==> config.mk <==
export PLATFORM = sky130hd
export DESIGN_NAME = cma_top
export DESIGN_NICKNAME = d
export VERILOG_FILES = /design/src/cma_pkg.sv /design/src/cma_accum.sv /design/src/cma_threshold.sv /design/src/cma_top.sv
export VERILOG_INCLUDE_DIRS = /design/src
export SDC_FILE = /design/constraint.sdc
export NUM_CORES = 1
export LEC_CHECK = 0
export ABC_CLOCK_PERIOD_IN_PS = 12100
export BUFFER_PORTS_ARGS = -buffer_cell sky130_fd_sc_hd__buf_4
export CORE_ASPECT_RATIO = 0.9
export CORE_UTILIZATION = 23
export CTS_BUF_LIST = sky130_fd_sc_hd__clkbuf_8
export DETAILED_ROUTE_END_ITERATION = 10
export GPL_TIMING_DRIVEN = 1
export PLACE_DENSITY = 0.37
export SLEW_MARGIN = 20
export SYNTH_ARGS = -nofsm -noshare
export SYNTH_HDL_FRONTEND = slang
export SYNTH_SLANG_ARGS = --single-unit
==> constraint.sdc <==
create_clock -name sys_clk -period 12.1 [get_ports sys_clk]
set_input_delay 0.605 -clock sys_clk [delete_from_list [all_inputs] [get_ports sys_clk]]
set_output_delay 0.605 -clock sys_clk [all_outputs]
set_load 0.05 [all_outputs]
==> src/cma_map.svh <==
`ifndef CMA_MAP_SVH
`define CMA_MAP_SVH

// register byte addresses (one aligned 32-bit word each)
`define CMA_OFF_STATUS      32'hFFFF0500
`define CMA_OFF_POST_CFG    32'hFFFF0504
`define CMA_OFF_MODE_CTRL   32'hFFFF0508
`define CMA_OFF_CUR_CTRL    32'hFFFF050C
`define CMA_OFF_FILTER_CTRL 32'hFFFF0510
`define CMA_OFF_THRESHOLD   32'hFFFF0550
`define CMA_OFF_THR_LIMIT   32'hFFFF0554
`define CMA_OFF_THR_COUNT   32'hFFFF0558
`define CMA_OFF_ACCUM       32'hFFFF055C
`define CMA_OFF_REF_SCALE   32'hFFFF057C

// converter_mode_ctrl fields
`define CMA_MODE_CONV_MSB   2
`define CMA_MODE_CONV_LSB   0
`define CMA_MODE_PWR_MSB    4
`define CMA_MODE_PWR_LSB    3
`define CMA_MODE_REF_BIT    5

// converter_post_config fields
`define CMA_CFG_CMP_MSB     4
`define CMA_CFG_CMP_LSB     3
`define CMA_CFG_ACC_MSB     6
`define CMA_CFG_ACC_LSB     5

// current_channel_ctrl: set for unipolar result format
`define CMA_CUR_UNIPOLAR    12

// converter_status flag positions
`define CMA_STA_READY       0
`define CMA_STA_OVER        3
`define CMA_STA_COUNT       4

// reset values
`define CMA_RST_MODE        6'h00
`define CMA_RST_CFG         7'h00
`define CMA_RST_CUR_CTRL    16'h0000
`define CMA_RST_FILTER      16'h0007
`define CMA_RST_THRESHOLD   16'h0000
`define CMA_RST_LIMIT       8'h01
`define CMA_RST_ACCUM       32'h00000000

`endif

==> src/cma_pkg.sv <==
package cma_pkg;

    typedef enum logic [2:0] {
        CONV_OFF    = 3'h0,
        CONV_CONT   = 3'h1,
        CONV_SINGLE = 3'h2,
        CONV_IDLE   = 3'h3
    } cma_conv_t;

    typedef enum logic [1:0] {
        PWR_NORMAL  = 2'h0,
        PWR_LOW     = 2'h1,
        PWR_LOWPLUS = 2'h2
    } cma_pwr_t;

    typedef enum logic [1:0] {
        CMP_OFF     = 2'h0,
        CMP_OVER    = 2'h1,
        CMP_CNT_DEC = 2'h2,
        CMP_CNT_CLR = 2'h3
    } cma_cmp_t;

    typedef enum logic [1:0] {
        ACC_OFF     = 2'h0,
        ACC_ADD     = 2'h1,
        ACC_SUB     = 2'h2
    } cma_acc_t;

    typedef enum logic [3:0] {
        ST_OFF    = 4'b0001,
        ST_IDLE   = 4'b0010,
        ST_CONT   = 4'b0100,
        ST_SINGLE = 4'b1000
    } cma_state_t;

endpackage

==> src/cma_accum.sv <==
`timescale 1ns/1ns
`include "cma_map.svh"
module cma_accum
#(
    parameter int ACC_W = 32
)
(
    // clock and reset
    input  wire logic             sys_clk,
    input  wire logic             rst,
    // accepted result
    input  wire logic             res_valid,
    input  wire logic [15:0]      res_data,
    input  wire logic             twos,
    // control
    input  wire cma_pkg::cma_acc_t acc_mode,
    input  wire logic             clr,
    // total
    output logic      [ACC_W-1:0] total
);
    import cma_pkg::*;

    wire logic [ACC_W-1:0] ext = twos ? ACC_W'($signed(res_data)) : ACC_W'(res_data);
    // no overflow flag: the total simply wraps
    wire logic [ACC_W-1:0] next_total = clr ? '0 :
        !res_valid ? total :
        acc_mode == ACC_ADD ? ACC_W'(total + ext) :
        acc_mode == ACC_SUB ? ACC_W'(total - ext) : total;

    always_ff @(posedge sys_clk)
    begin
        if (rst)
            total <= `CMA_RST_ACCUM;
        else
            total <= next_total;
    end
endmodule // cma_accum

==> src/cma_threshold.sv <==
`timescale 1ns/1ns
module cma_threshold
#(
    parameter int CNT_W = 8
)
(
    // clock and reset
    input  wire logic             sys_clk,
    input  wire logic             rst,
    // accepted result
    input  wire logic             res_valid,
    input  wire logic [15:0]      res_data,
    input  wire logic             twos,
    // settings
    input  wire logic [15:0]      level,
    input  wire logic [CNT_W-1:0] limit,
    input  wire cma_pkg::cma_cmp_t cmp_mode,
    input  wire logic             clr,
    // state and events
    output logic      [CNT_W-1:0] count,
    output logic                  over_hit,
    output logic                  count_hit
);
    import cma_pkg::*;

    // -32768 gives 0x8000, which still compares correctly against a 15-bit level
    wire logic [15:0]      mag         = (twos && res_data[15]) ? 16'(~res_data + 16'h0001)
                                                                 : res_data;
    wire logic [15:0]      lvl         = twos ? {1'b0, level[14:0]} : level;
    wire logic             at_or_above = mag >= lvl;
    wire logic             cnt_on      = (cmp_mode == CMP_CNT_DEC) || (cmp_mode == CMP_CNT_CLR);
    wire logic             cnt_full    = count == {CNT_W{1'b1}};
    wire logic [CNT_W-1:0] cnt_up      = cnt_full ? count : CNT_W'(count + 1'b1);
    wire logic [CNT_W-1:0] cnt_down    = (cmp_mode == CMP_CNT_DEC && count != '0)
                                         ? CNT_W'(count - 1'b1) : '0;
    wire logic [CNT_W-1:0] next_count  = (clr || !cnt_on) ? '0 :
                                         !res_valid ? count :
                                         at_or_above ? cnt_up : cnt_down;

    always_ff @(posedge sys_clk)
    begin
        if (rst)
        begin
            count     <= '0;
            over_hit  <= 1'b0;
            count_hit <= 1'b0;
        end
        else
        begin
            count     <= next_count;
            over_hit  <= res_valid && cmp_mode == CMP_OVER && mag > lvl;
            count_hit <= res_valid && cnt_on && !clr && at_or_above
                         && !cnt_full && next_count == limit;
        end
    end
endmodule // cma_threshold

==> src/cma_top.sv <==
// The implementer's own choice: the address-and-strobe port.
`timescale 1ns/1ns
`include "cma_map.svh"
module cma_top
#(
    parameter int CNT_W = 8,
    parameter int ACC_W = 32
)
(
    // clock and reset
    input  wire logic        sys_clk,
    input  wire logic        rst,
    // register port
    input  wire logic [31:0] reg_addr,
    input  wire logic [31:0] reg_wdata,
    input  wire logic        reg_wr,
    input  wire logic        reg_rd,
    output logic      [31:0] reg_rdata,
    // current-channel results from the filter
    input  wire logic        res_valid,
    input  wire logic [15:0] res_data,
    // factory trim for the reference scale
    input  wire logic [15:0] ref_scale_factory,
    // converter analog controls
    output logic             cur_chan_on,
    output logic             cur_convert,
    output logic             vt_convert,
    output logic             mod_clk_lp,
    output logic             gain_fixed_128,
    output logic             gain_fixed_512,
    output logic             ref_precise,
    output logic      [15:0] filter_ctrl,
    output logic      [15:0] cur_ctrl,
    // converter event request
    output logic             conv_irq
);
    import cma_pkg::*;

    function automatic logic hit(input logic [31:0] a, input logic [31:0] off);
        hit = a == off;
    endfunction

    function automatic logic [2:0] conv_code(input cma_state_t s);
        case (s)
            ST_IDLE:   conv_code = CONV_IDLE;
            ST_CONT:   conv_code = CONV_CONT;
            ST_SINGLE: conv_code = CONV_SINGLE;
            default:   conv_code = CONV_OFF;
        endcase
    endfunction

    // register state
    logic [2:0]        mode_hi;
    logic [6:0]        post_cfg;
    logic [15:0]       threshold;
    logic [CNT_W-1:0]  count_limit;
    logic [15:0]       ref_scale;
    logic [2:0]        status;
    cma_state_t        state;
    cma_state_t        next_state;
    logic [CNT_W-1:0]  thr_count;
    logic [ACC_W-1:0]  acc_total;
    logic              over_hit;
    logic              count_hit;

    // address decode
    wire logic sel_sta = hit(reg_addr, `CMA_OFF_STATUS);
    wire logic sel_cfg = hit(reg_addr, `CMA_OFF_POST_CFG);
    wire logic sel_mde = hit(reg_addr, `CMA_OFF_MODE_CTRL);
    wire logic sel_con = hit(reg_addr, `CMA_OFF_CUR_CTRL);
    wire logic sel_flt = hit(reg_addr, `CMA_OFF_FILTER_CTRL);
    wire logic sel_th  = hit(reg_addr, `CMA_OFF_THRESHOLD);
    wire logic sel_tcl = hit(reg_addr, `CMA_OFF_THR_LIMIT);
    wire logic sel_thv = hit(reg_addr, `CMA_OFF_THR_COUNT);
    wire logic sel_acc = hit(reg_addr, `CMA_OFF_ACCUM);
    wire logic sel_ref = hit(reg_addr, `CMA_OFF_REF_SCALE);

    wire logic wr_mde = reg_wr && sel_mde;
    wire logic wr_con = reg_wr && sel_con;
    // either write reconfigures the current channel
    wire logic reconfig = wr_mde || wr_con;

    wire cma_pwr_t pwr = cma_pwr_t'(mode_hi[1:0]);
    wire logic low_pwr = pwr != PWR_NORMAL;
    wire cma_cmp_t cmp_mode = cma_cmp_t'(post_cfg[`CMA_CFG_CMP_MSB:`CMA_CFG_CMP_LSB]);
    wire cma_acc_t acc_mode = cma_acc_t'(post_cfg[`CMA_CFG_ACC_MSB:`CMA_CFG_ACC_LSB]);
    wire logic acc_off  = acc_mode != ACC_ADD && acc_mode != ACC_SUB;
    wire logic twos     = !cur_ctrl[`CMA_CUR_UNIPOLAR];
    wire logic running  = state == ST_CONT || state == ST_SINGLE;
    // results arriving while stopped or during a rewrite are dropped
    wire logic res_take = res_valid && running && !reconfig;

    // conversion state follows mode writes; a single conversion ends itself
    wire cma_conv_t conv_wr = cma_conv_t'(reg_wdata[`CMA_MODE_CONV_MSB:`CMA_MODE_CONV_LSB]);
    always_comb
    begin
        next_state = state;
        if (wr_mde)
        begin
            case (conv_wr)
                CONV_IDLE:   next_state = ST_IDLE;
                CONV_CONT:   next_state = ST_CONT;
                CONV_SINGLE: next_state = ST_SINGLE;
                default:     next_state = ST_OFF;
            endcase
        end
        else if (state == ST_SINGLE && res_take)
            next_state = ST_OFF;
    end

    // status flags clear on a status read; a set in the same cycle wins
    wire logic       sta_clr = reg_rd && sel_sta;
    wire logic [2:0] sta_set = {count_hit, over_hit, res_take};
    wire logic [2:0] next_status = sta_set | (status & {3{!sta_clr}});

    // read mux, unmapped addresses read zero
    wire logic [31:0] rd_mux =
        ({32{sel_sta}} & 32'({status[2], status[1], 2'b00, status[0]})) |
        ({32{sel_cfg}} & 32'(post_cfg)) |
        ({32{sel_mde}} & 32'({mode_hi, conv_code(state)})) |
        ({32{sel_con}} & 32'(cur_ctrl)) |
        ({32{sel_flt}} & 32'(filter_ctrl)) |
        ({32{sel_th}}  & 32'(threshold)) |
        ({32{sel_tcl}} & 32'(count_limit)) |
        ({32{sel_thv}} & 32'(thr_count)) |
        ({32{sel_acc}} & 32'(acc_total)) |
        ({32{sel_ref}} & 32'(ref_scale));

    // analog controls, registered so the pins never glitch on decode
    wire logic next_cur_on   = state != ST_OFF;
    wire logic next_vt_conv  = running && !low_pwr;
    wire logic next_clk_lp   = low_pwr;
    wire logic next_gain_128 = pwr == PWR_LOW;
    wire logic next_gain_512 = pwr == PWR_LOWPLUS;
    // normal mode always runs from the precision reference
    wire logic next_ref_prec = !low_pwr || mode_hi[2];

    always_ff @(posedge sys_clk)
    begin
        if (rst)
        begin
            state          <= ST_OFF;
            mode_hi        <= 3'(`CMA_RST_MODE >> 3);
            post_cfg       <= `CMA_RST_CFG;
            cur_ctrl       <= `CMA_RST_CUR_CTRL;
            filter_ctrl    <= `CMA_RST_FILTER;
            threshold      <= `CMA_RST_THRESHOLD;
            count_limit    <= CNT_W'(`CMA_RST_LIMIT);
            ref_scale      <= ref_scale_factory;
            status         <= 3'h0;
            reg_rdata      <= 32'h00000000;
            cur_chan_on    <= 1'b0;
            cur_convert    <= 1'b0;
            vt_convert     <= 1'b0;
            mod_clk_lp     <= 1'b0;
            gain_fixed_128 <= 1'b0;
            gain_fixed_512 <= 1'b0;
            ref_precise    <= 1'b1;
            conv_irq       <= 1'b0;
        end
        else
        begin
            state          <= next_state;
            status         <= next_status;
            reg_rdata      <= reg_rd ? rd_mux : 32'h00000000;
            cur_chan_on    <= next_cur_on;
            cur_convert    <= running;
            vt_convert     <= next_vt_conv;
            mod_clk_lp     <= next_clk_lp;
            gain_fixed_128 <= next_gain_128;
            gain_fixed_512 <= next_gain_512;
            ref_precise    <= next_ref_prec;
            conv_irq       <= next_status[2] || next_status[1];
            if (wr_mde)
                mode_hi <= reg_wdata[`CMA_MODE_REF_BIT:`CMA_MODE_PWR_LSB];
            if (reg_wr && sel_cfg)
                post_cfg <= reg_wdata[6:0];
            if (wr_con)
                cur_ctrl <= reg_wdata[15:0];
            if (reg_wr && sel_flt)
                filter_ctrl <= reg_wdata[15:0];
            if (reg_wr && sel_th)
                threshold <= reg_wdata[15:0];
            if (reg_wr && sel_tcl)
                count_limit <= reg_wdata[CNT_W-1:0];
            if (reg_wr && sel_ref)
                ref_scale <= reg_wdata[15:0];
        end
    end

    cma_threshold #(.CNT_W(CNT_W)) u_threshold
    (
        .sys_clk   (sys_clk),
        .rst       (rst),
        .res_valid (res_take),
        .res_data  (res_data),
        .twos      (twos),
        .level     (threshold),
        .limit     (count_limit),
        .cmp_mode  (cmp_mode),
        .clr       (reconfig),
        .count     (thr_count),
        .over_hit  (over_hit),
        .count_hit (count_hit)
    );

    cma_accum #(.ACC_W(ACC_W)) u_accum
    (
        .sys_clk   (sys_clk),
        .rst       (rst),
        .res_valid (res_take),
        .res_data  (res_data),
        .twos      (twos),
        .acc_mode  (acc_mode),
        .clr       (reconfig || acc_off),
        .total     (acc_total)
    );
endmodule // cma_top

==> results of run 1 <==
## worst min-delay path: cells and delay by family
kind | cells | cell delay, ns
simple gates | 1 | 0.05
compound gates | 1 | 0.05
buf+inv | 1 | 0.13
## flip-flops by register name, indices dropped and copies added, names as in the netlist, 3 cells and up
signal / count
reg_rdata: 32
u_accum.total: 32
cur_ctrl: 16
filter_ctrl: 16
ref_scale: 16
threshold: 16
count_limit: 8
u_threshold.count: 8
post_cfg: 7
state: 4
mode_hi: 3
status: 3
## layout make-up
type / instances / share of cell area, %
clock buffer: 17 / 1.96
clock inverter: 15 / 1.51
inverter: 33 / 1.04
multi-input combinational: 911 / 48.9
sequential: 171 / 30.1
tap: 547 / 5.74
timing repair buffer: 171 / 10.8
## worst paths after layout
path            startpoint                     to  slack, ns  depth (start not counted)
max            res_data[0]  u_threshold.count_hit       6.26                         21
min          reg_wdata[14]        filter_ctrl[14]       0.36                          3
max reg2reg    post_cfg[5]      u_accum.total[30]       7.16                         12
min reg2reg    post_cfg[0]            post_cfg[0]       0.46                          2
## metal layers
layer	global-route usage [%]	vias to the layer above	part of all wire, %
met5	0	-	0
met4	3.16	0	0.61
met3	2.96	11	3.6
met2	25.6	201	45
met1	24.3	4352	51
li1	-	4498	-
## where the power goes
part,internal (uW),total (uW),switching [uW]
logic,46.1,111,65.2
registers,577,578,1.18
clock network,192,451,259
## per-stage QoR
stage	cells	power (uW)
CTS	1865	1160
global placement	1833	702
finish	1865	1140
detailed placement	1833	702
global route	1865	1190
floorplan	1178	651
## Yosys cell counts (17+ instances only)
cell / number
nand2_1: 179
clkbuf_1: 49
mux2_2: 18
dfxtp_1: 155
nor2_1: 99
a21oi_1: 127
inv_1: 32
xor2_1: 34
o21ai_0: 37
a21o_1: 17
and2_1: 21
xnor2_1: 28
a222oi_1: 17
nor3_1: 23
nand3_1: 32
mux2i_1: 30
ha_1: 52
## cell families (layout without fill, tap and decap cells)
kind of cell,after synthesis,count (layout),synth area share (%)
xor gates and xnor gates,62,62,5.56
DFF,171,171,36.7
and+or+nand+nor,447,447,21.8
muxes,48,48,5.15
adders and majority gates,53,53,6.87
AOI/OAI and AO/OA,301,301,20.0
buffers and inverters,96,236,3.91
==> summary.md, run 1 <==
| Metric | Value |
|---|---|
| Final Hold Fails | `0` |
| Setup_tns | `0 ns` |
| Post-synthesis async set-or-reset flop share | `0%` |
| Final Critical Period | `5.84 ns` |
| Critical-path top delay cell | `a211oi_1` |
| Final core occ | `28.5%` |
| Syn avg cell area | `8.29 um^2` |
| Setup Crit Path Kind | `input port to register` |
| Seq. cell area | `0.00358 mm^2` |
| Filler cells | `4544` |
| Initial drt markers | `672` |
| Vias/cell | `4.86` |
| Dpl cell area | `0.0115 mm^2` |
| Max Slew Vio Count | `0` |
| HPWL after DPL | `26700 um` |
| Critical path launch point type | `input port` |
| Syn-to-layout area delta | `22.1%` |
| Inserted Diodes | `0` |
| Most frequent cells in the layout | `179 x nand2_1, 171 x buf_4, 155 x dfxtp_1, 127 x a21oi_1, 99 x nor2_1` |
| Site Rows | `71` |
| Initial Utilization | `23.3%` |
| Total track usage | `16.7%` |
| Worst slew margin | `28.6%` |
| Die span in y | `197 um` |
| Vias in the first global route | `8708` |
| IO Pins | `173` |
| Syn_nets | `1332` |
| Wire length per cell | `19.3 um` |
| RSZ-0062 raised after global routing | `no` |
| Drt drc | `0` |
| Buffers on Ports | `156` |
| CP top delay family | `simple AND/OR/NAND/NOR gates` |
| WP data required | `12.51 ns` |
| WHS | `0.365 ns` |
| Achievable frequency | `171 MHz` |
| Largest net degree at the start of global routing | `54` |
| DRT Pass-1 Iters | `5` |
| VDD IR max | `0.0502 mV` |
| Synth area leader | `dfxtp_1` |
| Post-Route WL | `36000 um` |
| Final worst setup slack | `6.26 ns` |
| Final Skew | `0.0118 ns` |
| Count of final setup violators | `0` |
| Die width | `219 um` |
| Post-CTS Setup Bufs | `0` |
| Total number of vias | `9062` |
| Remaining Overflow, GRT | `0` |
| First-pass GRT wire length | `54100 um` |
| Clk Latency, worst-skew pair | `0.50 ns` |
| Crit path cell chain | `buf_4, inv_1, ha_1, nand2_1, nor3_1, nor3b_1, nand2_1, or3_1, nor3_1, nor2_1, xnor2_1, ha_1, nand2_1, o21ai_0, a211oi_1, a21oi_1, o21ai_0, mux2_2, a211oi_1, nand4_1, a2111oi_2` |
| CTS sink count | `171` |
| Commonest non-fill, non-tap cell in the layout | `nand2_1` |
| Multi-input logic area | `0.00583 mm^2` |
| Ratio of cells with drive above 1 in the final layout | `18.7%` |
| Flops & latches, synth | `171` |
| CTS clk-pin slew, worst paths | `0.11 ns` |
| Hold-fix buffers, CTS | `0` |
| Outcome | `finished, final reports clean` |
| Crit share post-route | `48.2%` |
| Max stage delay on crit path | `0.76 ns` |
| Critical path peak fanout | `5` |
| Prevailing post-synth register cell | `dfxtp_1` |
| TritonCTS buffer count | `17` |
| Arr. time, crit path | `6.24 ns` |
| Top cell by count, worst path | `nand2_1` |
| Worst-Margin Slew | `1.07 ns` |
| Top cell type's share of synthesized area | `31.8%` |
| Sequential fraction of the synthesis area | `36.7%` |
| P per Cell Area | `95.6 mW/mm^2` |
| Post_cts resized | `0` |
| Initial antenna violation count | `0` |
| RePlAce Congestion | `0.847` |
| Worst slack at placement | `5.83 ns` |
| Synth warn | `0` |
| Area contributors post-synth | `dfxtp_1 32%, nand2_1 6.9%, ha_1 6.7%` |
| H-tree depth | `4` |
| CTS Root Cell | `clkbuf_8` |
| Max Cap Violations | `0` |
| Design Area, Final | `0.0119 mm^2` |
| CTS tree | `done` |
| Core area | `0.0418 mm^2` |
| Die ar. | `0.0433 mm^2` |
| Synth Cell Area | `0.00977 mm^2` |
| Nets | `1459` |
| Leak | `0.00454 uW` |
| Final ANT Viol Nets | `0` |
| Hold WC Path Type | `input port to register` |
| Post-synth EDFFs | `16` |
| Unique masters post-synth | `79` |
| Cells after Synth | `1178` |
| CP bufs+invs | `2` |
| CTS Buffer Depth | `2` |
| CP endpoint kind | `register` |
Power figures use the tool's default switching activity.
==> inputs of run 2 (changes only) <==
ABC_CLOCK_PERIOD_IN_PS = 5500   (was 12100)
clock period = 5.5 ns   (was 12.1 ns; I/O delays follow)
==> run 2 against run 1 <==
Cell count rose by 1.1%. Sequential share of layout area fell by 0.40 points. Global-route usage rose by 0.057 points. Clock skew rose by 0.0023 ns. Sequential power rose by 120%. Flip-flop and latch count did not move. Critical path depth did not move.
==> summary.md, run 2 (synthesized netlist as in run 1, its figures left out) <==
| Metric | Value |
|---|---|
| First-pass GRT wire length | `54100 um (about the same)` |
| Initial antenna violation count | `1 (+1)` |
| Crit share post-route | `85.4%` |
| WHS | `0.0498 ns (-0.315 ns)` |
| CTS sink count | `171 (unchanged)` |
| Nets | `1478 (+1.3%)` |
| Hold WC Path Type | `input port to register` |
| Vias/cell | `4.81 (-1.0%)` |
| Outcome | `finished, final reports clean` |
| Setup Crit Path Kind | `input port to register` |
| Die ar. | `0.0433 mm^2 (unchanged)` |
| Achievable frequency | `213 MHz` |
| Max Slew Vio Count | `0 (unchanged)` |
| Ratio of cells with drive above 1 in the final layout | `19.3% (+0.56 points)` |
| Buffers on Ports | `156 (unchanged)` |
| Dpl cell area | `0.0116 mm^2 (+0.72%)` |
| H-tree depth | `4 (unchanged)` |
| Post_cts resized | `0 (unchanged)` |
| Critical path launch point type | `input port` |
| Clk Latency, worst-skew pair | `0.52 ns (+0.02 ns)` |
| Crit path cell chain | `buf_4, inv_1, ha_1, nand2_1, nor3_1, nor3b_1, nand2_1, or3_1, nor3_1, nor2_1, xnor2_1, ha_1, nand2_1, o21ai_0, a211oi_1, a21oi_1, o21ai_0, mux2_2, a211oi_1, nand4_1, a2111oi_2` |
| Max Cap Violations | `0 (unchanged)` |
| CP endpoint kind | `register` |
| Largest net degree at the start of global routing | `52 (-3.7%)` |
| CTS clk-pin slew, worst paths | `0.11 ns (about the same)` |
| Site Rows | `71 (unchanged)` |
| Wire length per cell | `19.2 um (-0.73%)` |
| Final Hold Fails | `0 (unchanged)` |
| Post-Route WL | `36100 um (+0.39%)` |
| VDD IR max | `0.114 mV (+130%)` |
| Post-CTS Setup Bufs | `0 (unchanged)` |
| Commonest non-fill, non-tap cell in the layout | `buf_4` |
| CTS Root Cell | `clkbuf_8` |
| Arr. time, crit path | `5.13 ns (-1.11 ns)` |
| Die width | `219 um (unchanged)` |
| Setup_tns | `0 ns (unchanged)` |
| Critical path peak fanout | `5 (unchanged)` |
| WP data required | `5.93 ns (-6.58 ns)` |
| Count of final setup violators | `0 (unchanged)` |
| Drt drc | `0 (unchanged)` |
| Total track usage | `16.7% (+0.057 points)` |
| Pwr Total | `2490 uW (+120%)` |
| Initial Utilization | `23.3% (unchanged)` |
| Worst slew margin | `29.2% (+0.63 points)` |
| Final ANT Viol Nets | `0 (unchanged)` |
| Leak | `0.00462 uW (+1.8%)` |
| Core area | `0.0418 mm^2 (unchanged)` |
| P per Cell Area | `206 mW/mm^2 (+120%)` |
| IO Pins | `173 (unchanged)` |
| Most frequent cells in the layout | `182 x buf_4, 179 x nand2_1, 155 x dfxtp_1, 127 x a21oi_1, 99 x nor2_1` |
| RePlAce Congestion | `0.819 (-3.2%)` |
| Total number of vias | `9071 (+0.099%)` |
| CP bufs+invs | `2 (unchanged)` |
| RSZ-0062 raised after global routing | `no` |
| Die span in y | `197 um (unchanged)` |
| Critical-path top delay cell | `a211oi_1` |
| CP top delay family | `compound AO/OA/AOI/OAI gates` |
| CTS tree | `done` |
| Design Area, Final | `0.0121 mm^2 (+1.3%)` |
| Final Critical Period | `4.70 ns` |
| Top cell by count, worst path | `nand2_1` |
| Vias in the first global route | `8692 (-0.18%)` |
| TritonCTS buffer count | `17 (unchanged)` |
| CTS Buffer Depth | `2 (unchanged)` |
| HPWL after DPL | `27200 um (+1.9%)` |
| Final core occ | `28.9% (+0.38 points)` |
| Remaining Overflow, GRT | `0 (unchanged)` |
| Biggest regs | `reg_rdata x32, u_accum.total x32` |
| Worst-Margin Slew | `1.06 ns (-0.00890 ns)` |
| Final Skew | `0.0141 ns (+0.00225 ns)` |
| Initial drt markers | `629 (-6.4%)` |
| Syn-to-layout area delta | `23.7%` |
| DRT Pass-1 Iters | `8 (+3)` |
| Max stage delay on crit path | `0.67 ns (-0.09 ns)` |
==> run 2: cell count changes in the layout (fill, tap and decap cells not counted) <==
cell	change
clkinv_2	-2
bufinv_16	-1
dlygate4sd3_1	+8
clkinvlp_4	+1
o311ai_0	-1
buf_4	+11
o311ai_1	+1
inv_6	-1
clkinv_8	+1
clkinv_4	+2
diode_2	+2
==> run 2: layer usage <==
| metal | part of all wire, % | global-route usage (%) |
|---|---|---|
| met5 | 0 | 0 |
| met4 | 1.2 | 3.96 |
| met3 | 4.1 | 3.06 |
| met2 | 44 | 25.2 |
| met1 | 51 | 24.4 |
==> run 2: path summary, 6_finish.rpt <==
check	end	cells after the start	from	slack [ns]
setup reg to reg	u_accum.total[30]	12	post_cfg[5]	1.16
hold reg to reg	post_cfg[1]	2	post_cfg[1]	0.46
setup / recovery	u_threshold.count_hit	21	res_data[0]	0.80
hold / removal	ref_scale[8]	2	ref_scale_factory[8]	0.05
==> run 2: metrics by stage <==
step / cells / setup WS [ns]
final: 1886 / 0.801
after global routing: 1884 / 0.332
after CTS: 1884 / 0.857
after detailed placement: 1844 / 0.285
after global placement: 1844 / 0.361
after floorplan: 1178 / 1.10
==> run 2: layout make-up <==
| class | instances | area (um^2) |
|---|---|---|
| tap | 547 | 684 |
| clock inverter | 15 | 173 |
| fill | 4491 | 29800 |
| antenna | 2 | 5.00 |
| timing repair buffer | 190 | 1450 |
| sequential | 171 | 3580 |
| inverter | 33 | 124 |
| clock buffer | 17 | 234 |
| multi-input combinational | 911 | 5830 |
==> run 2: worst reg2reg max path: stages, from the launching register on <==
cell and delay (ns):
dfxtp_1 0.39, ha_1 0.40, mux2_2 0.43, fa_1 0.44, a21oi_1 0.26, o211ai_1 0.23
a21oi_1 0.33, o31ai_1 0.20, a21oi_1 0.27, o21ai_0 0.23, a31oi_1 0.33, or4b_2 0.61
a21oi_1 0.14
==> run 2: timing repair <==
item                       4_1_cts  5_1_grt
hold buffers                     8        0
hold endpoints to repair        18        0
setup endpoints to repair        0        0
==> run 2: power by group <==
group	leakage, uW	switching [uW]	internal [uW]
Combinational	0.00301	144	106
Clock	0.000199	588	381
Sequential	0.00140	2.87	1270
==> inputs of run 3 (changes only) <==
==> constraint.sdc (replaced) <==
create_clock -name sys_clk -period 5.5 [get_ports sys_clk]
set_input_delay 0.55 -clock sys_clk [delete_from_list [all_inputs] [get_ports sys_clk]]
set_output_delay 0.55 -clock sys_clk [all_outputs]
set_load 0.05 [all_outputs]
==> run 3 against run 2 <==
Clock power shrank 5.3%. Via count grew 0.78%. Combinational power is essentially flat. Clock skew grew 0.0047 ns. Register-to-register slack lost 0.05 ns. Sequential power is essentially flat. Maximum frequency shrank 4.0%. Critical path depth is the same. Worst setup slack lost 0.20 ns.
==> summary.md, run 3 (synthesized netlist as in run 1, its figures left out) <==
| Metric | Value |
|---|---|
| RePlAce Congestion | `0.808 (-1.4%)` |
| H-tree depth | `4 (unchanged)` |
| Syn-to-layout area delta | `22.8%` |
| Site Rows | `71 (unchanged)` |
| Inserted Diodes | `0 (-2)` |
| Max Cap Violations | `0 (unchanged)` |
| Commonest non-fill, non-tap cell in the layout | `buf_4` |
| Critical path launch point type | `input port` |
| VDD IR max | `0.112 mV (-1.9%)` |
| Hold-fix buffers, CTS | `0 (-8)` |
| Vias in the first global route | `8668 (-0.28%)` |
| Total number of vias | `9142 (+0.78%)` |
| Wire length per cell | `19.3 um (+0.50%)` |
| Crit share post-route | `89.0% (+3.6 points)` |
| Nets | `1473 (-0.34%)` |
| CTS sink count | `171 (unchanged)` |
| Clk Latency, worst-skew pair | `0.51 ns (about the same)` |
| Ratio of cells with drive above 1 in the final layout | `19.5% (+0.22 points)` |
| Count of final setup violators | `0 (unchanged)` |
| Initial drt markers | `634 (+0.79%)` |
| P per Cell Area | `203 mW/mm^2 (-1.4%)` |
| CTS clk-pin slew, worst paths | `0.10 ns (about the same)` |
| CP endpoint kind | `register` |
| Drt drc | `0 (unchanged)` |
| CTS tree | `done` |
| GRT Max-Usage Layer | `met2` |
| Critical path peak fanout | `4 (-1)` |
| Final Hold Fails | `0 (unchanged)` |
| DRT Pass-1 Iters | `5 (-3)` |
| Initial Utilization | `23.3% (unchanged)` |
| Final ANT Viol Nets | `0 (unchanged)` |
| Die span in y | `197 um (unchanged)` |
| Biggest regs | `reg_rdata x32, u_accum.total x32` |
| Met3 Usage GRT | `2.97% (-0.092 points)` |
| Buffers on Ports | `156 (unchanged)` |
| Achievable frequency | `204 MHz (-4.0%)` |
| HPWL after DPL | `27200 um (+0.11%)` |
| Final Critical Period | `4.90 ns (+0.197 ns)` |
| Remaining Overflow, GRT | `0 (unchanged)` |
| Max Slew Vio Count | `0 (unchanged)` |
| Largest net degree at the start of global routing | `49 (-5.8%)` |
| Worst-Margin Slew | `1.10 ns (+0.0369 ns)` |
| Met2 Track Usage GR | `25.0% (-0.19 points)` |
| Most frequent cells in the layout | `185 x buf_4, 179 x nand2_1, 155 x dfxtp_1, 127 x a21oi_1, 99 x nor2_1` |
| Die width | `219 um (unchanged)` |
| Core area | `0.0418 mm^2 (unchanged)` |
| Post-CTS Setup Bufs | `0 (unchanged)` |
| TritonCTS buffer count | `17 (unchanged)` |
| CTS Buffer Depth | `2 (unchanged)` |
| GR Layer Usage met1 | `24.6% (+0.15 points)` |
| Final core occ | `28.7% (-0.21 points)` |
| Die ar. | `0.0433 mm^2 (unchanged)` |
| FF-to-FF End | `u_accum.total[30]` |
| Filler cells | `4527 (+0.80%)` |
| Arr. time, crit path | `5.31 ns (+0.18 ns)` |
| Reg2reg start | `post_cfg[5]` |
| IO Pins | `173 (unchanged)` |
| Worst slew margin | `26.8% (-2.5 points)` |
| Worst Setup SP | `res_data[0]` |
| RSZ-0062 raised after global routing | `no` |
| Initial antenna violation count | `0 (-1)` |
| Setup_tns | `0 ns (unchanged)` |
| Flop2flop setup slack | `1.11 ns (-0.05 ns)` |
| Leak | `0.00460 uW (-0.43%)` |
| Total track usage | `16.8% (+0.029 points)` |
| Vias/cell | `4.87 (+1.2%)` |
| Worst Setup EP | `u_threshold.count_hit` |
| Post-Route WL | `36200 um (+0.13%)` |
| R2R depth | `12 (unchanged)` |
| WP data required | `5.91 ns (-0.02 ns)` |
| First-pass GRT wire length | `54300 um (+0.36%)` |
| WHS | `0.309 ns (+0.260 ns)` |
| CTS Root Cell | `clkbuf_8` |
| Pwr Total | `2440 uW (-2.2%)` |
| Final Skew | `0.0188 ns (+0.00468 ns)` |
| Outcome | `finished, final reports clean` |
| Post_cts resized | `0 (unchanged)` |
| Setup Crit Path Kind | `input port to register` |
| Hold WC Path Type | `input port to register` |
==> run 3: changes by cell type in the layout (fill, tap and decap cells not counted), sizes merged <==
cell,delta
clkbuf,+2
inv,-1
diode,-2
buf,+3
clkinv,-1
dlygate4sd3,-8
==> run 3: area by class of cell <==
cell class              count  area [um^2]  area share, %
multi-input cells         911         5840           48.6
flip-flops and latches    171         3580           29.9
repair buffers            185         1390           11.6
well taps                 547          684           5.71
clock buffers              19          262           2.18
inverters                  33          124           1.03
clock inverters            13          118          0.980
==> run 3: stage by stage <==
stage               instance area (um^2)  setup WS (ns)  std cells
global placement                   11600          0.161       1847
global route                       12000          0.285       1879
finish                             12000          0.604       1879
detailed placement                 11600         0.0961       1847
CTS                                12000          0.677       1879
floorplan                           9770          0.830       1178
==> run 3: worst max-delay path: stages <==
cell,delay [ns]
buf_4,0.13
inv_1,0.08
ha_1,0.16
nand2_1,0.06
nor3_1,0.22
nor3b_1,0.38
nand2_1,0.11
or3_1,0.36
nor3_1,0.23
nor2_1,0.10
xnor2_1,0.15
ha_1,0.30
nand4_1,0.14
nor4_1,0.63
a211o_1,0.26
nor4_1,0.07
o21ai_0,0.29
mux2_2,0.38
a211oi_1,0.20
nand4_1,0.15
a2111oi_2,0.34
==> run 3: worst min-delay path by stage <==
stage / startpoint / end / slack (ns) / cells after the start
after floorplan: u_threshold.count_hit / status[2] / 0.42 / 2
after CTS: reg_wdata[14] / filter_ctrl[14] / 0.25 / 3
after global routing: reg_wdata[9] / filter_ctrl[9] / 0.28 / 3
after detailed placement: post_cfg[2] / post_cfg[2] / 0.45 / 2
after global placement: post_cfg[2] / post_cfg[2] / 0.44 / 2
final: reg_wdata[11] / filter_ctrl[11] / 0.31 / 3
==> run 3: per-layer routing <==
metal | up-vias | share of wire (%) | wire, um
met1 | 4391 | 51 | 18300
met2 | 216 | 43 | 15700
met5 | - | 0 | 0
met3 | 24 | 4.6 | 1650
li1 | 4511 | - | -
met4 | 0 | 1.3 | 487
==> run 3: power breakdown <==
group | switching, uW | internal, uW | total [uW]
sequential | 2.86 | 1270 | 1270
clock | 532 | 385 | 918
combinational | 143 | 105 | 248
